File: config.mk
export PLATFORM = sky130hd
export DESIGN_NAME = fault_monitor_response
export DESIGN_NICKNAME = d
export VERILOG_FILES = /design/src/fault_mon_pkg.sv /design/src/fault_monitor_response.sv
export SDC_FILE = /design/constraint.sdc
export NUM_CORES = 1
export LEC_CHECK = 0
export ABC_AREA = 1
export BUFFER_PORTS_ARGS = -buffer_cell sky130_fd_sc_hd__buf_2
export CORE_MARGIN = 1.5
export CORE_UTILIZATION = 40
export CTS_BUF_LIST = sky130_fd_sc_hd__clkbuf_2 sky130_fd_sc_hd__clkbuf_4 sky130_fd_sc_hd__clkbuf_8
export DETAILED_ROUTE_END_ITERATION = 8
export SYNTH_ARGS = -nofsm -noshare
export SYNTH_HDL_FRONTEND = slang
export SYNTH_SLANG_ARGS = --single-unit
File: constraint.sdc
create_clock -name clk_sys -period 5.5 [get_ports clk_sys]
set_input_delay 1.65 -clock clk_sys [delete_from_list [all_inputs] [get_ports clk_sys]]
set_output_delay 1.65 -clock clk_sys [all_outputs]
set_load 0.02 [all_outputs]
File: src/fault_mon_pkg.sv
`default_nettype none
package fault_mon_pkg;
    // Timing
    localparam int CLK_NS = 100;
    localparam int OT_FILT_NS = 2000;
    localparam int OT_CYC = (OT_FILT_NS + CLK_NS - 1) / CLK_NS;
    localparam int VGS_FILT_NS = 1000;
    localparam int VGS_CYC = (VGS_FILT_NS + CLK_NS - 1) / CLK_NS;
    localparam int VDS_P0_NS = 500;
    localparam int VDS_P1_NS = 1000;
    localparam int VDS_P2_NS = 2000;
    localparam int VDS_P3_NS = 4000;
    localparam int FREQ_WIN = 64;
    localparam int FREQ_LO = 58;
    localparam int FREQ_HI = 70;
    localparam int THR_COUNT = 12;
    // Register offsets
    localparam logic [7:0] A_RESP = 8'h00;
    localparam logic [7:0] A_DRAIN = 8'h04;
    localparam logic [7:0] A_DET_EN = 8'h08;
    localparam logic [7:0] A_STATUS = 8'h0C;
    localparam logic [7:0] A_LIVE = 8'h10;
    // Field positions
    localparam int F_OT = 0;
    localparam int F_GATE = 4;
    localparam int F_FREQ = 8;
    localparam int F_MOS = 12;
    localparam int F_HS = 0;
    localparam int F_LS = 8;
    localparam int F_VDS = 0;
    localparam int F_VGS = 8;
    localparam int S_OT = 0;
    localparam int S_UF = 1;
    localparam int S_OF = 2;
    localparam int S_VGS = 8;
    localparam int S_VDS = 16;
    // Reset values
    localparam logic [31:0] RESP_RST = 32'h0000_1111;
    localparam logic [5:0] DRAIN_RST = 6'h00;
    localparam logic [31:0] DET_EN_RST = 32'h0000_3F3F;
    // Response codes
    localparam logic [2:0] CODE_OFF = 3'b000;
    localparam logic [2:0] CODE_PRE_RLY = 3'b010;
    localparam logic [2:0] CODE_PRE = 3'b011;
    localparam logic [2:0] CODE_ALL = 3'b100;
    localparam logic [2:0] CODE_LATCH = 3'b101;

    typedef struct packed {
        logic cp;
        logic relay;
        logic pre;
    } cut_t;

    typedef struct packed {
        logic wr;
        logic rd;
        logic [7:0] addr;
        logic [31:0] wdata;
    } req_t;

    function automatic cut_t cut_for(logic [2:0] code, logic live,
                                     logic flag);
        cut_t c;
        c = '0;
        unique case (code)
            CODE_PRE_RLY: c = live ? 3'b011 : 3'b000;
            CODE_PRE: c = live ? 3'b001 : 3'b000;
            CODE_ALL: c = live ? 3'b111 : 3'b000;
            CODE_LATCH: c = (live || flag) ? 3'b111 : 3'b000;
            default: c = '0;
        endcase
        return c;
    endfunction

    function automatic logic [7:0] vds_cycles(logic [1:0] sel);
        int ns;
        ns = (sel == 2'd0) ? VDS_P0_NS : (sel == 2'd1) ? VDS_P1_NS :
             (sel == 2'd2) ? VDS_P2_NS : VDS_P3_NS;
        return 8'((ns + CLK_NS - 1) / CLK_NS);
    endfunction
endpackage
`default_nettype wire

File: src/fault_monitor_response.sv
// Functional notes
// RULE_01: Filtered overtemp sets status, indicator low unless code 000.
// RULE_02: Overtemp code 000 keeps indicator high and all functions running.
// RULE_03: Overtemp code written during fault applies after end and clear.
// RULE_04: Overtemp code 101 keeps pump and pre-drivers off, indicator low.
// RULE_05: Overtemp codes 001-100 resume drive; status held until cleared.
// RULE_06: Overtemp status clear ignored while overtemp persists.
// RULE_07: Drain threshold 12 values, period 4 values, per side group.
// RULE_08: Phase shut by fault stops its drain-source monitoring.
// RULE_09: Per-channel drain-source enable; disabled channels never flag.
// RULE_10: Six gate overvoltage detectors, each flags after its filter time.
// RULE_11: Gate code 000 ignores overvoltage; other codes pull indicator low.
// RULE_12: Gate response never cuts single channels; only via charge pump. Code also cuts pre-drivers (codes 010-101) and relay (codes 010, 100, 101).
// RULE_13: Six latched gate flags in status; per-channel detect enable.
// RULE_14: Gate code change applies after overvoltage ends and flags clear.
// RULE_15: Gate code 101 latches shutdown; 001-100 resume, flag held.
// RULE_16: Oscillators cross-check; under and over flags beyond ratio limit.
// RULE_17: Frequency comparison runs always except during self test. Code also stops it while the effective freq code is 000.
// RULE_18: Freq code 000 disables detection; else flags pull indicator low.
// RULE_19: Frequency clear accepted only when latest comparison in range.
// RULE_20: Frequency code change applies after error ends and flags clear.
// RULE_21: Code 010 cuts pre-drivers and relay; 011 pre-drivers only.
// RULE_22: Code 100 cuts all while out of range; 101 while flag set.
// RULE_23: Controller clears flags only after conditions end.
// RULE_24: Indicator low while any enabled flag latched, else high.
`timescale 1ns/10ps
`default_nettype none
module fault_monitor_response #(
    parameter int OT_CYC = fault_mon_pkg::OT_CYC,
    parameter int VGS_CYC = fault_mon_pkg::VGS_CYC,
    parameter int FREQ_WIN = fault_mon_pkg::FREQ_WIN,
    parameter int FREQ_LO = fault_mon_pkg::FREQ_LO,
    parameter int FREQ_HI = fault_mon_pkg::FREQ_HI
) (
    // Clock and reset
    input wire logic clk_sys,
    input wire logic arst_n,
    // Register port
    input wire fault_mon_pkg::req_t req,
    output logic [31:0] rdata_q,
    // Comparators and oscillator ticks
    input wire logic overtemp_cmp,
    input wire logic [5:0] drain_cmp,
    input wire logic [5:0] gate_cmp,
    input wire logic interface_clock_source_tick,
    input wire logic safety_clock_source_tick,
    input wire logic bist_active,
    // Shutdown controls and indicator
    output logic predrv_off_q,
    output logic relay_off_q,
    output logic cp_off_q,
    output logic [2:0] phase_off_q,
    output logic fault_indicator_n_q,
    // Analog threshold settings
    output logic [5:0] high_side_drain_setting_q,
    output logic [5:0] low_side_drain_setting_q
);
    // Stored and effective response codes
    logic [2:0] overtemp_response_sel_q;
    logic [2:0] gate_overvolt_response_sel_q;
    logic [2:0] freq_error_response_sel_q;
    logic [3:0] mosfet_response_select_q;
    logic [2:0] ot_eff_q;
    logic [2:0] gate_eff_q;
    logic [2:0] freq_eff_q;
    logic [13:0] mosfet_detect_enable_q;
    // Status
    logic ot_flag_q;
    logic underfrequency_flag_q;
    logic overfrequency_flag_q;
    logic [5:0] gate_overvolt_flag_q;
    logic [5:0] drain_flag_q;
    // Detection state
    logic [7:0] ot_cnt_q;
    logic [7:0] win_q;
    logic [7:0] if_cnt_q;
    logic in_range_q;
    logic last_uf_q;

    // Bus decode
    wire logic wr_resp = req.wr && req.addr == fault_mon_pkg::A_RESP;
    wire logic wr_drain = req.wr && req.addr == fault_mon_pkg::A_DRAIN;
    wire logic wr_en = req.wr && req.addr == fault_mon_pkg::A_DET_EN;
    wire logic wr_stat = req.wr && req.addr == fault_mon_pkg::A_STATUS;
    wire logic [5:0] hs_w = req.wdata[fault_mon_pkg::F_HS +: 6];
    wire logic [5:0] ls_w = req.wdata[fault_mon_pkg::F_LS +: 6];
    wire logic hs_ok = 32'(hs_w[3:0]) < fault_mon_pkg::THR_COUNT;
    wire logic ls_ok = 32'(ls_w[3:0]) < fault_mon_pkg::THR_COUNT;

    // Overtemperature filter
    wire logic ot_det = 32'(ot_cnt_q) == OT_CYC;
    wire logic [7:0] ot_cnt_d = !overtemp_cmp ? 8'h00 :
                                ot_det ? ot_cnt_q : ot_cnt_q + 8'd1;

    // Per-channel drain and gate filters
    wire logic [5:0] vds_en = mosfet_detect_enable_q[5:0];
    wire logic [5:0] vgs_en = mosfet_detect_enable_q[13:8];
    wire logic [7:0] hs_cyc =
        fault_mon_pkg::vds_cycles(high_side_drain_setting_q[5:4]);
    wire logic [7:0] ls_cyc =
        fault_mon_pkg::vds_cycles(low_side_drain_setting_q[5:4]);
    logic [5:0] vds_det;
    logic [5:0] vgs_det;

    for (genvar i = 0; i < 6; i++) begin : g_ch
        logic [7:0] vds_cnt_q;
        logic [7:0] vgs_cnt_q;
        wire logic [7:0] lim = (i < 3) ? hs_cyc : ls_cyc; // RULE_07
        // Monitoring stops once the phase was shut by a fault
        wire logic arm = vds_en[i] && !phase_off_q[i % 3] &&
                         !predrv_off_q; // RULE_08 RULE_09
        assign vds_det[i] = arm && vds_cnt_q == lim;
        assign vgs_det[i] = vgs_en[i] &&
                            32'(vgs_cnt_q) == VGS_CYC; // RULE_10 RULE_13
        always_ff @(posedge clk_sys or negedge arst_n) begin
            if (!arst_n) begin
                vds_cnt_q <= 8'h00;
                vgs_cnt_q <= 8'h00;
            end else begin
                vds_cnt_q <= (!arm || !drain_cmp[i]) ? 8'h00 :
                             vds_det[i] ? vds_cnt_q : vds_cnt_q + 8'd1;
                vgs_cnt_q <= (!vgs_en[i] || !gate_cmp[i]) ? 8'h00 :
                             vgs_det[i] ? vgs_cnt_q : vgs_cnt_q + 8'd1;
            end
        end
    end

    // Frequency window: interface ticks counted per safety window
    wire logic freq_run = !bist_active &&
                          freq_eff_q != 3'b000; // RULE_17 RULE_18
    wire logic win_end = safety_clock_source_tick &&
                         32'(win_q) == FREQ_WIN - 1;
    wire logic is_uf = 32'(if_cnt_q) < FREQ_LO; // RULE_16
    wire logic is_of = 32'(if_cnt_q) > FREQ_HI; // RULE_16
    wire logic [7:0] win_d = !freq_run || win_end ? 8'h00 :
        safety_clock_source_tick ? win_q + 8'd1 : win_q;
    wire logic [7:0] if_sat = &if_cnt_q ? if_cnt_q : if_cnt_q + 8'd1;
    // A tick that lands on the window end opens the next window
    wire logic [7:0] if_d = !freq_run ? 8'h00 :
        win_end ? {7'h00, interface_clock_source_tick} :
        interface_clock_source_tick ? if_sat : if_cnt_q;
    wire logic in_range_d = !freq_run ? 1'b1 :
        win_end ? !(is_uf || is_of) : in_range_q;
    wire logic freq_out = freq_run && !in_range_q;
    wire logic uf_set = freq_run && win_end && is_uf;
    wire logic of_set = freq_run && win_end && is_of;

    // Flag set and clear; a set in the clear cycle wins
    wire logic [31:0] cw = wr_stat ? req.wdata : 32'h0000_0000;
    wire logic ot_set = ot_det && ot_eff_q != 3'b000; // RULE_01 RULE_02
    wire logic ot_clr = cw[fault_mon_pkg::S_OT] && !ot_det; // RULE_06
    wire logic ot_flag_d = ot_set || (ot_flag_q && !ot_clr);
    wire logic [5:0] vgs_set =
        gate_eff_q != 3'b000 ? vgs_det : 6'h00; // RULE_11
    wire logic [5:0] vgs_clr =
        cw[fault_mon_pkg::S_VGS +: 6] & ~vgs_det;
    wire logic [5:0] vgs_flag_d =
        vgs_set | (gate_overvolt_flag_q & ~vgs_clr);
    wire logic [5:0] vds_clr =
        cw[fault_mon_pkg::S_VDS +: 6] & ~vds_det;
    wire logic [5:0] vds_flag_d = vds_det | (drain_flag_q & ~vds_clr);
    // Clear only when the latest comparison was in range
    wire logic f_clr_ok = in_range_q && !uf_set && !of_set; // RULE_19
    wire logic uf_d = uf_set || (underfrequency_flag_q &&
        !(cw[fault_mon_pkg::S_UF] && f_clr_ok));
    wire logic of_d = of_set || (overfrequency_flag_q &&
        !(cw[fault_mon_pkg::S_OF] && f_clr_ok));
    wire logic f_flag = underfrequency_flag_q || overfrequency_flag_q;

    // Pending codes take effect only once quiet and cleared
    wire logic ot_quiet = !ot_det && !ot_flag_q; // RULE_03
    wire logic gate_quiet = !(|vgs_det) &&
                            !(|gate_overvolt_flag_q); // RULE_14
    wire logic freq_quiet = in_range_q && !f_flag; // RULE_20
    wire logic [2:0] ot_eff_d =
        ot_quiet ? overtemp_response_sel_q : ot_eff_q;
    wire logic [2:0] gate_eff_d =
        gate_quiet ? gate_overvolt_response_sel_q : gate_eff_q;
    wire logic [2:0] freq_eff_d =
        freq_quiet ? freq_error_response_sel_q : freq_eff_q;

    // Shutdown merge; gate response acts only on global outputs
    wire fault_mon_pkg::cut_t ot_cut = fault_mon_pkg::cut_for(
        ot_eff_q, ot_det, ot_flag_q); // RULE_04 RULE_05
    wire fault_mon_pkg::cut_t gate_cut = fault_mon_pkg::cut_for(
        gate_eff_q, |vgs_det, |gate_overvolt_flag_q); // RULE_12 RULE_15
    wire fault_mon_pkg::cut_t freq_cut = fault_mon_pkg::cut_for(
        freq_eff_q, freq_out, f_flag); // RULE_21 RULE_22
    wire fault_mon_pkg::cut_t cut_d = ot_cut | gate_cut | freq_cut;
    wire logic mos_act = mosfet_response_select_q != 4'h0;
    wire logic [2:0] phase_d = mos_act ?
        (drain_flag_q[2:0] | drain_flag_q[5:3]) : 3'b000;
    wire logic any_flag = ot_flag_q || f_flag ||
        (|gate_overvolt_flag_q) || (|drain_flag_q); // RULE_24

    // Read mux
    wire logic [31:0] resp_rd = {16'h0000, mosfet_response_select_q,
        1'b0, freq_error_response_sel_q, 1'b0,
        gate_overvolt_response_sel_q, 1'b0, overtemp_response_sel_q};
    wire logic [31:0] drain_rd = {18'h0_0000,
        low_side_drain_setting_q, 2'b00, high_side_drain_setting_q};
    wire logic [31:0] stat_rd = {10'h000, drain_flag_q, 2'b00,
        gate_overvolt_flag_q, 5'h00, overfrequency_flag_q,
        underfrequency_flag_q, ot_flag_q};
    wire logic [31:0] live_rd = {10'h000, vds_det, 2'b00, vgs_det,
        6'h00, in_range_q, ot_det};
    wire logic [31:0] rd_mux =
        req.addr == fault_mon_pkg::A_RESP ? resp_rd :
        req.addr == fault_mon_pkg::A_DRAIN ? drain_rd :
        req.addr == fault_mon_pkg::A_DET_EN ?
            {18'h0_0000, mosfet_detect_enable_q} :
        req.addr == fault_mon_pkg::A_STATUS ? stat_rd :
        req.addr == fault_mon_pkg::A_LIVE ? live_rd : 32'h0000_0000;

    // Configuration registers
    always_ff @(posedge clk_sys or negedge arst_n) begin
        if (!arst_n) begin
            overtemp_response_sel_q <= fault_mon_pkg::RESP_RST[2:0];
            gate_overvolt_response_sel_q <= fault_mon_pkg::RESP_RST[6:4];
            freq_error_response_sel_q <= fault_mon_pkg::RESP_RST[10:8];
            mosfet_response_select_q <= fault_mon_pkg::RESP_RST[15:12];
        end else if (wr_resp) begin
            overtemp_response_sel_q <= req.wdata[fault_mon_pkg::F_OT +: 3];
            gate_overvolt_response_sel_q <=
                req.wdata[fault_mon_pkg::F_GATE +: 3];
            freq_error_response_sel_q <=
                req.wdata[fault_mon_pkg::F_FREQ +: 3];
            mosfet_response_select_q <=
                req.wdata[fault_mon_pkg::F_MOS +: 4];
        end
    end

    // Threshold codes beyond the twelve steps are refused
    always_ff @(posedge clk_sys or negedge arst_n) begin
        if (!arst_n) begin
            high_side_drain_setting_q <= fault_mon_pkg::DRAIN_RST;
            low_side_drain_setting_q <= fault_mon_pkg::DRAIN_RST;
            mosfet_detect_enable_q <= fault_mon_pkg::DET_EN_RST[13:0];
        end else begin
            if (wr_drain && hs_ok) begin
                high_side_drain_setting_q <= hs_w; // RULE_07
            end
            if (wr_drain && ls_ok) begin
                low_side_drain_setting_q <= ls_w; // RULE_07
            end
            if (wr_en) begin
                mosfet_detect_enable_q <= req.wdata[13:0];
            end
        end
    end

    // Detection and status state
    always_ff @(posedge clk_sys or negedge arst_n) begin
        if (!arst_n) begin
            ot_cnt_q <= 8'h00;
            win_q <= 8'h00;
            if_cnt_q <= 8'h00;
            in_range_q <= 1'b1;
            last_uf_q <= 1'b0;
            ot_flag_q <= 1'b0;
            underfrequency_flag_q <= 1'b0;
            overfrequency_flag_q <= 1'b0;
            gate_overvolt_flag_q <= 6'h00;
            drain_flag_q <= 6'h00;
            ot_eff_q <= fault_mon_pkg::RESP_RST[2:0];
            gate_eff_q <= fault_mon_pkg::RESP_RST[6:4];
            freq_eff_q <= fault_mon_pkg::RESP_RST[10:8];
        end else begin
            ot_cnt_q <= ot_cnt_d;
            win_q <= win_d;
            if_cnt_q <= if_d;
            in_range_q <= in_range_d;
            last_uf_q <= win_end ? is_uf : last_uf_q;
            ot_flag_q <= ot_flag_d;
            underfrequency_flag_q <= uf_d;
            overfrequency_flag_q <= of_d;
            gate_overvolt_flag_q <= vgs_flag_d;
            drain_flag_q <= vds_flag_d;
            ot_eff_q <= ot_eff_d;
            gate_eff_q <= gate_eff_d;
            freq_eff_q <= freq_eff_d;
        end
    end

    // Outputs
    always_ff @(posedge clk_sys or negedge arst_n) begin
        if (!arst_n) begin
            predrv_off_q <= 1'b0;
            relay_off_q <= 1'b0;
            cp_off_q <= 1'b0;
            phase_off_q <= 3'b000;
            fault_indicator_n_q <= 1'b1;
            rdata_q <= 32'h0000_0000;
        end else begin
            predrv_off_q <= cut_d.pre;
            relay_off_q <= cut_d.relay;
            cp_off_q <= cut_d.cp;
            phase_off_q <= phase_d; // RULE_08
            fault_indicator_n_q <= !any_flag; // RULE_24
            rdata_q <= req.rd ? rd_mux : 32'h0000_0000;
        end
    end

    // Checks
    property p_ot_set;
        @(posedge clk_sys) disable iff (!arst_n)
        ot_det && ot_eff_q != 3'b000 |=> ot_flag_q ##1
            !fault_indicator_n_q;
    endproperty
    a_ot_set: assert property (p_ot_set) // RULE_01
        else $error("overtemp not latched");

    property p_ot_off;
        @(posedge clk_sys) disable iff (!arst_n)
        ot_eff_q == 3'b000 && !ot_flag_q |=> !ot_flag_q;
    endproperty
    a_ot_off: assert property (p_ot_off) // RULE_02
        else $error("overtemp flagged with code 000");

    property p_ot_hold;
        @(posedge clk_sys) disable iff (!arst_n)
        ot_det || ot_flag_q |=> $stable(ot_eff_q);
    endproperty
    a_ot_hold: assert property (p_ot_hold) // RULE_03
        else $error("overtemp code changed during fault");

    property p_ot_latch;
        @(posedge clk_sys) disable iff (!arst_n)
        ot_eff_q == 3'b101 && ot_flag_q |=> cp_off_q && predrv_off_q;
    endproperty
    a_ot_latch: assert property (p_ot_latch) // RULE_04
        else $error("code 101 did not hold shutdown");

    property p_ot_noclr;
        @(posedge clk_sys) disable iff (!arst_n)
        ot_flag_q && ot_det |=> ot_flag_q ##1 !fault_indicator_n_q;
    endproperty
    a_ot_noclr: assert property (p_ot_noclr) // RULE_06
        else $error("overtemp cleared while present");

    property p_phase;
        @(posedge clk_sys) disable iff (!arst_n)
        phase_off_q[0] && !drain_flag_q[0] |=> !drain_flag_q[0];
    endproperty
    a_phase: assert property (p_phase) // RULE_08
        else $error("monitoring active in shut phase");

    property p_vds_en;
        @(posedge clk_sys) disable iff (!arst_n)
        !vds_en[1] && !drain_flag_q[1] |=> !drain_flag_q[1];
    endproperty
    a_vds_en: assert property (p_vds_en) // RULE_09
        else $error("disabled channel flagged");

    property p_vgs_filt;
        @(posedge clk_sys) disable iff (!arst_n)
        $rose(gate_overvolt_flag_q[0]) |-> $past(gate_cmp[0], 2);
    endproperty
    a_vgs_filt: assert property (p_vgs_filt) // RULE_10
        else $error("gate flag without filtered input");

    property p_gate_hold;
        @(posedge clk_sys) disable iff (!arst_n)
        (|vgs_det) || (|gate_overvolt_flag_q) |=> $stable(gate_eff_q);
    endproperty
    a_gate_hold: assert property (p_gate_hold) // RULE_14
        else $error("gate code changed during fault");

    property p_f_clr;
        @(posedge clk_sys) disable iff (!arst_n)
        f_flag && !in_range_q |=> f_flag;
    endproperty
    a_f_clr: assert property (p_f_clr) // RULE_19
        else $error("frequency flag cleared out of range");

    property p_f_pre;
        @(posedge clk_sys) disable iff (!arst_n)
        freq_eff_q == 3'b011 && freq_out |=> predrv_off_q;
    endproperty
    a_f_pre: assert property (p_f_pre) // RULE_21
        else $error("pre-drivers not cut on frequency error");

    property p_diag;
        @(posedge clk_sys) disable iff (!arst_n)
        any_flag |=> !fault_indicator_n_q;
    endproperty
    a_diag: assert property (p_diag) // RULE_24
        else $error("indicator high with flag set");

    c_ot: cover property (@(posedge clk_sys) disable iff (!arst_n)
        $fell(ot_flag_q));
    c_vgs: cover property (@(posedge clk_sys) disable iff (!arst_n)
        $rose(gate_overvolt_flag_q[2]));
    c_freq: cover property (@(posedge clk_sys) disable iff (!arst_n)
        uf_set && last_uf_q);
endmodule
`default_nettype wire

==> qor.csv <==
metric;value;unit
status;finished, final reports clean;
grt_start_max_net_pins;97;
synth.area.top_cells;dfrtp_1 41%, nand2_1 9.5%, inv_1 7.8%;
tns;0;ns
grt_pass1_vias;9929;
slew_viol_final;0;
clkSinkCount;213;
yosys_warnings;0;
hold_slack;0.489;ns
critPathKind;in -> reg;
drc;0;
powerDensity;258;nW/um^2
port-buffer-count;90;
rsz0062_at_grt;no;
ir_drop;0.000158;V
place_ws;1.52;ns
min_period_over_period;63.5;%
fin_area;13400;sq um
wl_per_cell;14.9;um
synthToLayoutAreaGrowth;15.1;%
cts_buffers;39;
cts.clk_slew.worst_paths;0.06;ns
diodes;0;
drtAntennaViolNets;0;
drv_cap;0;
final_common_cell;nand2_1;
rrSetupSlack;2.35;ns
ys_ff_latch;213;
critPathRequiredTime;5.89;ns
num_vias;10400;
postCtsSetupRepairBufs;0;
hold_viol_final;0;
ff2ff_path_depth;14;
dieArea;30200;sq um
layout_min_cycle_time;3.49;ns
skew;0.0134;ns
nNetsFinal;1735;
crit_path_end_kind;register;
min_path_cells;1;
grt_pass1_wl;49.3;mm
rows;62;
clockRootBuffer;clkbuf_8;
clk_latency;0.54;ns
clockBufferDepth;3;
syn_area;11700;sq um
synthCells;1506;
vias_per_cell;5.08;
synth_cell_types;51;
initial_utilization;40.7;%
postPlaceCellArea;12600;sq um
startpoint_type;input port;
ios;111;
die_w;174;um
yosysTopAreaCellShare;41.2;%
p_leak;6.43;nW
drt-initial-drc-count;708;
worst_slack;2.01;ns
fillCellCount;2931;
synth-seq-area-share;45.9;%
cts_hold_buf;0;
synth.avg_cell_area;7.75;sq um
place.gp.congestion;0.877;
r2r-start;high_side_drain_setting_q[5];
maxSlewHeadroom;37.1;%
dr.pass1.iters;6;
synth_area_leader_cell;dfrtp_1;
grt_usage;20.2;%
hp-class;reg -> reg;
cts_max_level;2;
cp.arrival;3.89;ns
clock.fmax;286;MHz
die_h;174;um
hp-start;g_ch[3].vds_cnt_q[7];
drive_gt1_share;13.3;%
final_cell_mix;294 x nand2_1, 244 x inv_1, 192 x dfrtp_1;
dp_hpwl;22.7;mm
drt_wl_total;30.4;mm
r2r-end;g_ch[0].vds_cnt_q[4];
antenna_found_initial;1;
placedCellCount;1974;
fin_cells;2046;
hold-path-endpoint;g_ch[3].vds_cnt_q[7];
grt_overflow_total;0;
cts_tree;done;
setup_viol;0;
cp_max_fo;7;
cts_resized;0;
design.core.area;28700;sq um
tightest_slew;0.935;ns
==> worst max path at each step <==
stage	cells past startpoint	end	startpoint
after detailed placement	10	gate_overvolt_flag_q[5]	req[39]
final	10	gate_overvolt_flag_q[5]	req[39]
after CTS	9	gate_overvolt_flag_q[0]	req[39]
after global routing	10	gate_overvolt_flag_q[1]	req[39]
after floorplan	9	drain_flag_q[4]	req[39]
after global placement	9	gate_overvolt_flag_q[0]	req[39]
==> synth_stat cells (all sizes together) <==
cell,n
nor3b,9
a211oi,4
nor2,169
nor4,27
dfstp,21
inv,248
o21bai,1
a221oi,4
nor3,64
buf,15
dfrtp,192
clkbuf,8
o21a,5
a311oi,1
a21oi,102
a21boi,1
a41oi,1
o31ai,4
o32a,1
nand4,37
o211ai,2
conb,1
o32ai,1
o21ai,107
or2,3
nand2,296
a32oi,3
ha,44
o22ai,12
and2,1
a31oi,6
nand3b,4
xor2,10
nand3,92
xnor2,2
mux2,1
clkinv,3
and3,4
==> cells by family (layout without fill, tap and decap cells) <==
kind of cell / after synthesis / in the layout / synth area share, %
simple gates: 706 / 706 / 27.1
other cells: 1 / 10 / 0.0321
fa+ha+maj: 44 / 44 / 4.72
buf+inv: 274 / 421 / 9.36
xor+xnor: 12 / 12 / 0.900
compound gates: 255 / 255 / 11.9
flops: 213 / 213 / 45.9
mux: 1 / 1 / 0.0964
==> registers in the layout, summed over array words and instances (netlist names), 4 cells and up <==
| name | flops |
|---|---|
| rdata_q | 22 |
| ot_cnt_q | 8 |
| g_ch.vgs_cnt_q | 48 |
| win_q | 8 |
| high_side_drain_setting_q | 6 |
| gate_overvolt_flag_q | 6 |
| mosfet_detect_enable_q | 14 |
| if_cnt_q | 8 |
| g_ch.vds_cnt_q | 48 |
| drain_flag_q | 6 |
| low_side_drain_setting_q | 6 |
| mosfet_response_select_q | 4 |
==> final cells by class <==
cell class                 instances  area [sq um]  area share (%)
clock buffer                      65           820            6.10
inverter                         251           942            7.01
timing repair buffer              98           533            3.97
clock inverter                     7          41.3           0.307
sequential                       213          5360            39.9
tap                              384           480            3.58
multi-input combinational       1028          5270            39.2
==> routing by layer <==
metal	vias to the layer above	routed length [um]	track usage, %
met1	4862	13900	27.2
met4	2	867	6.72
met3	65	1890	4.34
met5	-	13	0
li1	5191	-	-
met2	281	13700	32.3
==> power breakdown <==
group          total [mW]  switching [mW]  leakage [nW]  internal [mW]
sequential           1.63          0.0288          2.79           1.60
clock                1.62           0.674         0.461          0.943
combinational       0.218           0.153          3.18         0.0646
==> stage by stage <==
stage	total power, mW	utilization [%]
detailed placement	1.88	43.8
floorplan	1.78	-
global placement	1.87	43.8
global route	3.63	46.8
finish	3.47	46.8
CTS	3.52	46.8
==> worst max-delay path, cell delays in order <==
cell	delay, ns
buf_2	0.10
nor2_1	0.12
nand3_1	0.15
inv_1	0.10
nand4_1	0.44
nor2_1	0.68
buf_4	0.28
inv_1	0.10
nor3_1	0.18
o22ai_1	0.10
No activity file was read; power rests on OpenSTA's default activity.
